<file path="src/logic/ddac_pkg.sv">
// package: field positions, codes, widths and types for the dual converter command decoder
package ddac_pkg;
  localparam int          WORD_BITS = 16;
  localparam int          CODE_BITS = 12;
  localparam int          CNT_BITS  = 5;
  localparam logic [4:0]  FRAME_LEN = 5'h10;
  // field positions in the serial word
  localparam int          POS_CTRL_HI = 15;
  localparam int          POS_CTRL_LO = 14;
  localparam int          POS_CHSEL   = 13;
  localparam int          POS_PDFLAG  = 12;
  localparam int          POS_TERM_HI = 11;
  localparam int          POS_TERM_LO = 10;
  localparam logic [11:0] ZERO_SCALE  = 12'h000;
  // power-down target codes (ctrl_bit_hi, ctrl_bit_lo)
  localparam logic [1:0]  PD_TGT_A    = 2'h1;
  localparam logic [1:0]  PD_TGT_B    = 2'h2;

  // output termination while powered down
  typedef enum logic [1:0] {
    DDAC_TERM_ACTIVE = 2'h0,
    DDAC_TERM_FLOAT  = 2'h1,
    DDAC_TERM_1K     = 2'h2,
    DDAC_TERM_100K   = 2'h3
  } ddac_term_t;

  // per-channel state presented at the outputs
  typedef struct packed {
    logic [11:0] code;
    ddac_term_t  term;
  } ddac_chan_t;

  // decode of the termination field
  function automatic ddac_term_t term_of(input logic [1:0] sel);
    case (sel)
      2'h1:    term_of = DDAC_TERM_1K;
      2'h2:    term_of = DDAC_TERM_100K;
      default: term_of = DDAC_TERM_FLOAT;
    endcase
  endfunction
endpackage

</file>
<file path="src/logic/ddac_sync2.sv">
// two-flop synchroniser for one level
`timescale 1ns/100ps
module ddac_sync2 (
  input  wire logic sys_clk,
  input  wire logic resetn,
  input  wire logic async_in,
  output logic      sync_out
);
  logic meta_q;

  // first stage read only by the second
  always_ff @(posedge sys_clk or negedge resetn) begin
    if (!resetn) begin
      meta_q   <= 1'b0;
      sync_out <= 1'b0;
    end else begin
      meta_q   <= async_in;
      sync_out <= meta_q;
    end
  end
endmodule // ddac_sync2

</file>
<file path="src/logic/ddac_decoder.sv">
// serial command decoder and register update for a dual 12-bit converter
`timescale 1ns/100ps
module ddac_decoder (
  input  wire logic                 sys_clk,
  input  wire logic                 resetn,
  input  wire logic                 async_clear_n,
  input  wire logic                 sclk,
  input  wire logic                 sync_n,
  input  wire logic                 serial_in,
  input  wire logic                 chain_enable,
  output ddac_pkg::ddac_chan_t      chan_a,
  output ddac_pkg::ddac_chan_t      chan_b,
  output logic                      serial_out,
  output logic                      serial_out_oe
);
  logic                 sclk_s, sync_s, din_s, chain_s;
  logic                 frame_s;
  logic                 sclk_q, sync_q;
  logic [15:0]          shift_q, shift_d;
  logic [4:0]           cnt_q;
  logic                 done_q;
  logic [11:0]          in_a_q, in_b_q;
  logic [15:0]          word;
  logic                 rst_n;

  // clear pin acts like reset, asynchronously
  assign rst_n = resetn & async_clear_n;

  // pin synchronisers
  ddac_sync2 u_s0 (.sys_clk(sys_clk), .resetn(rst_n), .async_in(sclk),     .sync_out(sclk_s));
  // frame sync enters inverted so a cleared synchroniser reads as idle, no false rise
  ddac_sync2 u_s1 (.sys_clk(sys_clk), .resetn(rst_n), .async_in(~sync_n),  .sync_out(frame_s));
  assign sync_s = ~frame_s;
  ddac_sync2 u_s2 (.sys_clk(sys_clk), .resetn(rst_n), .async_in(serial_in),.sync_out(din_s));
  ddac_sync2 u_s3 (.sys_clk(sys_clk), .resetn(rst_n), .async_in(chain_enable),
                   .sync_out(chain_s));

  // edge detection on synchronised pins
  wire sclk_fall = sclk_q & ~sclk_s;
  wire sync_rise = ~sync_q & sync_s;
  wire bit_take  = sclk_fall & ~sync_s;
  assign shift_d = {shift_q[14:0], din_s};

  // execution strobes
  // immediate execute at sixteenth bit
  wire exec_now   = bit_take & ~chain_s & (cnt_q == ddac_pkg::FRAME_LEN - 5'h1) & ~done_q;
  wire exec_chain = sync_rise & chain_s & (cnt_q >= ddac_pkg::FRAME_LEN);
  wire exec       = exec_now | exec_chain;
  assign word     = exec_now ? shift_d : shift_q;

  // command field decode
  wire       c_hi  = word[ddac_pkg::POS_CTRL_HI];
  wire       c_lo  = word[ddac_pkg::POS_CTRL_LO];
  wire       c_sel = word[ddac_pkg::POS_CHSEL];
  wire       pd    = word[ddac_pkg::POS_PDFLAG];
  wire [11:0] data = word[11:0];
  wire [1:0] tgt   = {c_hi, c_lo};
  wire st_a  = exec & ~pd & (tgt == 2'h0) & ~c_sel;
  wire st_b  = exec & ~pd & (tgt == 2'h0) &  c_sel;
  wire wr_a  = exec & ~pd & ((tgt == 2'h1) | (tgt == 2'h3 & ~c_sel));
  wire wr_b  = exec & ~pd & ((tgt == 2'h2) | (tgt == 2'h3 & ~c_sel));
  wire cp_a  = exec & ~pd & ((tgt == 2'h2 & c_sel) | (tgt == 2'h3 & c_sel));
  wire cp_b  = exec & ~pd & ((tgt == 2'h1 & c_sel) | (tgt == 2'h3 & c_sel));
  wire pd_a  = exec & pd & (tgt != ddac_pkg::PD_TGT_B);
  wire pd_b  = exec & pd & (tgt != ddac_pkg::PD_TGT_A);
  wire [1:0] tsel = {word[ddac_pkg::POS_TERM_HI], word[ddac_pkg::POS_TERM_LO]};
  wire ddac_pkg::ddac_term_t pd_term = ddac_pkg::term_of(tsel);

  // pin edge history and frame shifter
  always_ff @(posedge sys_clk or negedge rst_n) begin
    if (!rst_n) begin
      sclk_q  <= 1'b0;
      sync_q  <= 1'b1;
      shift_q <= 16'h0000;
    end else begin
      sclk_q  <= sclk_s;
      sync_q  <= sync_s;
      if (bit_take) shift_q <= shift_d;
    end
  end

  // bit counter; saturates, restarts each frame
  always_ff @(posedge sys_clk or negedge rst_n) begin
    if (!rst_n) begin
      cnt_q  <= 5'h00;
      done_q <= 1'b0;
    end else if (sync_s) begin
      cnt_q  <= 5'h00;
      done_q <= 1'b0;
    end else if (bit_take) begin
      if (cnt_q != 5'h1f) cnt_q <= cnt_q + 5'h01;
      if (exec_now) done_q <= 1'b1;
    end
  end

  // input registers
  // zero scale after reset or clear
  always_ff @(posedge sys_clk or negedge rst_n) begin
    if (!rst_n) begin
      in_a_q <= ddac_pkg::ZERO_SCALE;
      in_b_q <= ddac_pkg::ZERO_SCALE;
    end else begin
      if (st_a | wr_a) in_a_q <= data;
      if (st_b | wr_b) in_b_q <= data;
    end
  end

  // converter registers and power state
  // code held as unsigned binary
  always_ff @(posedge sys_clk or negedge rst_n) begin
    if (!rst_n) begin
      chan_a <= '{code: ddac_pkg::ZERO_SCALE, term: ddac_pkg::DDAC_TERM_ACTIVE};
      chan_b <= '{code: ddac_pkg::ZERO_SCALE, term: ddac_pkg::DDAC_TERM_ACTIVE};
    end else begin
      if (wr_a) chan_a.code <= data;
      else if (cp_a) chan_a.code <= in_a_q;
      if (wr_b) chan_b.code <= data;
      else if (cp_b) chan_b.code <= in_b_q;
      if (pd_a) chan_a.term <= pd_term;
      else if (wr_a | cp_a) chan_a.term <= ddac_pkg::DDAC_TERM_ACTIVE;
      if (pd_b) chan_b.term <= pd_term;
      else if (wr_b | cp_b) chan_b.term <= ddac_pkg::DDAC_TERM_ACTIVE;
    end
  end

  always_ff @(posedge sys_clk or negedge rst_n) begin
    if (!rst_n) begin
      serial_out    <= 1'b0;
      serial_out_oe <= 1'b0;
    end else begin
      serial_out_oe <= chain_s & ~sync_s;
      if (bit_take) serial_out <= shift_d[15]; // next stage takes it at the following fall
    end
  end
endmodule // ddac_decoder

</file>
<file path="config.mk">
export PLATFORM = sky130hd
export DESIGN_NAME = ddac_decoder
export DESIGN_NICKNAME = d
export VERILOG_FILES = /design/src/logic/ddac_pkg.sv /design/src/logic/ddac_sync2.sv /design/src/logic/ddac_decoder.sv
export SDC_FILE = /design/constraint.sdc
export NUM_CORES = 1
export LEC_CHECK = 0
export ABC_AREA = 1
export BUFFER_PORTS_ARGS = -buffer_cell sky130_fd_sc_hd__buf_2
export CORE_UTILIZATION = 45
export DETAILED_ROUTE_END_ITERATION = 12
export PLACE_DENSITY = 0.62
export SETUP_SLACK_MARGIN = 0.15
export SLEW_MARGIN = 0
export SYNTH_ARGS = -nofsm -noshare
export SYNTH_HDL_FRONTEND = slang
export SYNTH_SLANG_ARGS = --single-unit
export TNS_END_PERCENT = 1
</file>
<file path="constraint.sdc">
create_clock -name sys_clk -period 5.24 [get_ports sys_clk]
set_clock_uncertainty 0.15 [all_clocks]
set_input_delay 0.786 -clock sys_clk [delete_from_list [all_inputs] [get_ports sys_clk]]
set_output_delay 0.786 -clock sys_clk [all_outputs]
set_load 0.005 [all_outputs]
</file>
==> flow_summary.toml <==
[floorplanning]
die_area_um2 = 9307
ioPinCount = 37
start_util_pct = 46.28
die_height_um = 96.48
fp.dieW_um = 96.48
core_area_um2 = 8678
rows = 34

[timing]
min_period_ps = 3088
tns_ps = 0
setup_slack_ps = 2152
hold_viol = 0
relSlewSlack_pct = 49.16
fmax_mhz = 323.9
setup_violations = 0
min_period_over_period_pct = 58.93
whs_ps = 204.5
rsz0062_at_grt = "false"
maxSlewViolCount = 0
worst_pin_slew_ps = 759.9

[clocking]
cts_setup_buffers = 0
htreeDepth = 3
root_buffer = "clkbuf_8"
clock_path_buffers = 2
cts_tree = "built"
clk_pin_slew_ps = 90
cts_hold_buf = 0
clk_latency_ps = 360
ctsResizeCount = 0
cts_buffers = 9
clock-sinks = 85

[final_layout]
drive_above_1_share_pct = 15.24
antenna_cells = 0
num-nets-final = 531
postLayoutCoreUtil_pct = 50.65
areaGrowthSynthToFinish_pct = 9.439

[hold_path]
min_path_cells = 0
hold_class = "register to register"

[critical_path]
cp-endpoint = "in_a_q[0]"
required_ps = 5390
end_kind = "register"
r2r_cells = 14
r2r_setup_slack_ps = 2150
worstSetupStartpointType = "register"
crit_start = "cnt_q[0]"
crit_arrival_ps = 3230
path_max_fanout = 32
critPathKind = "register to register"
r2r-start = "cnt_q[0]"
rr_endpoint = "in_a_q[0]"

[grt]
grtUsageTotal_pct = 19.09
grt_max_degree = 46
overflow = 0
grt_first_pass_wirelength_um = 13510
antenna_found_initial = 0
grt_pass1_vias = 2809

[detailed_routing]
postRouteAntennaNets = 0
drt_first_pass_iters = 5
drt_iter0_drc = 162
vias = 3067
viasPerCell = 4.845
wire_per_inst_um = 12.50
drc_errors = 0
routed_wirelength_um = 7915

[power]
p_leak_nw = 2.492
p_per_area_nw_per_um2 = 295.1
ir_drop_uv = 149.4

[run]
maxCapViolCount = 0

[logic_synthesis]
synth_area_leaders = "dfrtp_1, nand2_1, nand3_1, inv_1, o21ai_0"
synth_seq_cells = 85
synth_edf_count = 0
ys_seq_area_share_pct = 52.99
synth-main-ff-cell = "dfrtp_1"
synth_cell_types = 26
synth_top_cell_by_area = "dfrtp_1"
synth_area_per_cell_um2 = 8.197
async_reset_ff_share_pct = 100.0
syn-num-nets = 501
syn_area_um2 = 4016
yosysWarnings = 0
synthCells = 490
synth_top_area_share_pct = 52.34
yosysMostFrequentCell = "nand2_1"
synth_common_cells = "nand2_1, dfrtp_1, inv_1, nand3_1, o21ai_0"

[placement]
preCtsSetupSlack_ps = 2136
place_congestion = 0.7552
hpwl_um = 5594
portBuffers = 36

[run_status]
outcome = "finished clean"
layer usage:
metal,part of all wire (%),vias up,track usage (%)
met5,0,-,0
met4,0.81,0,6.250
met3,4.6,4,3.991
met2,45,65,29.28
met1,50,1410,26.87
li1,-,1588,-
how the worst min path moves through the flow:
stage	startpoint	to	slack (ps)
finish	u_s2.meta_q	u_s2.sync_out	200
CTS	u_s2.meta_q	u_s2.sync_out	210
global placement	u_s2.meta_q	u_s2.sync_out	180
detailed placement	u_s2.meta_q	u_s2.sync_out	190
global route	u_s2.meta_q	u_s2.sync_out	210
floorplan	u_s0.meta_q	u_s0.sync_out	180
kinds of logic (layout without fill, tap and decap cells):
kind of cell / Yosys count / count (layout) / share of synthesized area (%)
buffers and inverters: 84 / 119 / 9.159
AO/OA/AOI/OAI: 55 / 55 / 6.947
adder cells (fa/ha/maj): 4 / 4 / 1.246
AND/OR/NAND/NOR: 262 / 262 / 29.66
flip-flops: 85 / 85 / 52.99
where the power goes:
group	internal [mW]	total [mW]	switching (mW)
clock	0.176	0.427	0.252
sequential	0.689	0.717	0.0278
combinational	0.0450	0.153	0.108
worst max-delay path, stage by stage, from the launching register on:
cell,delay [ps]
dfrtp_1,400
ha_1,180
nand2_1,70
nor2_1,140
ha_1,160
nand2_1,80
nor2_4,200
nand2_4,220
nand2_1,160
inv_2,80
nor2_8,200
nand3_1,440
nand2_2,390
nand2_1,90
nand2_1,70
state kept, by name, indices dropped and copies added (netlist names), 5 cells and up:
| register | cells |
|---|---|
| shift_q | 15 |
| chan_a | 14 |
| chan_b | 14 |
| in_a_q | 12 |
| in_b_q | 12 |
| cnt_q | 5 |
final cells by class:
type	instances	area [um2]
Fill cell	839	4283
Sequential cell	85	2128
Multi-Input combinational cell	321	1520
Inverter	66	249.0
Timing Repair Buffer	37	187.7
Tap cell	108	135.1
Clock buffer	10	127.6
Clock inverter	6	47.55
placed cells by master (no fill, tap or decap):
| cell type | instances |
|---|---|
| clkinv_2 | 1 |
| dfrtp_1 | 84 |
| clkinvlp_4 | 4 |
| nor2_8 | 1 |
| nand3_1 | 62 |
| nand3_4 | 2 |
| inv_1 | 62 |
| buf_4 | 1 |
| nor2_4 | 1 |
| o22ai_1 | 1 |
| buf_2 | 36 |
| nor2_1 | 13 |
| nor2_2 | 1 |
| clkbuf_8 | 9 |
| o21a_1 | 1 |
| nor3_1 | 2 |
| nand2_2 | 12 |
| inv_2 | 3 |
| nand2_4 | 3 |
| clkbuf_1 | 1 |
| nand3b_4 | 1 |
| a21oi_1 | 5 |
| ha_1 | 4 |
| nand2_1 | 162 |
| dfstp_2 | 1 |
| inv_6 | 2 |
| o21ai_1 | 13 |
| o21ai_0 | 35 |
| or2_2 | 2 |
per-stage QoR:
stage	power [mW]	area, um2	cells
3_3_place_gp	0.8826	4220	617
3_5_place_dp	0.8854	4220	617
5_1_grt	1.368	4395	633
4_1_cts	1.310	4395	633
2_1_floorplan	0.8410	4016	490
6_report	1.297	4395	633
Power figures use the tool's default switching activity.
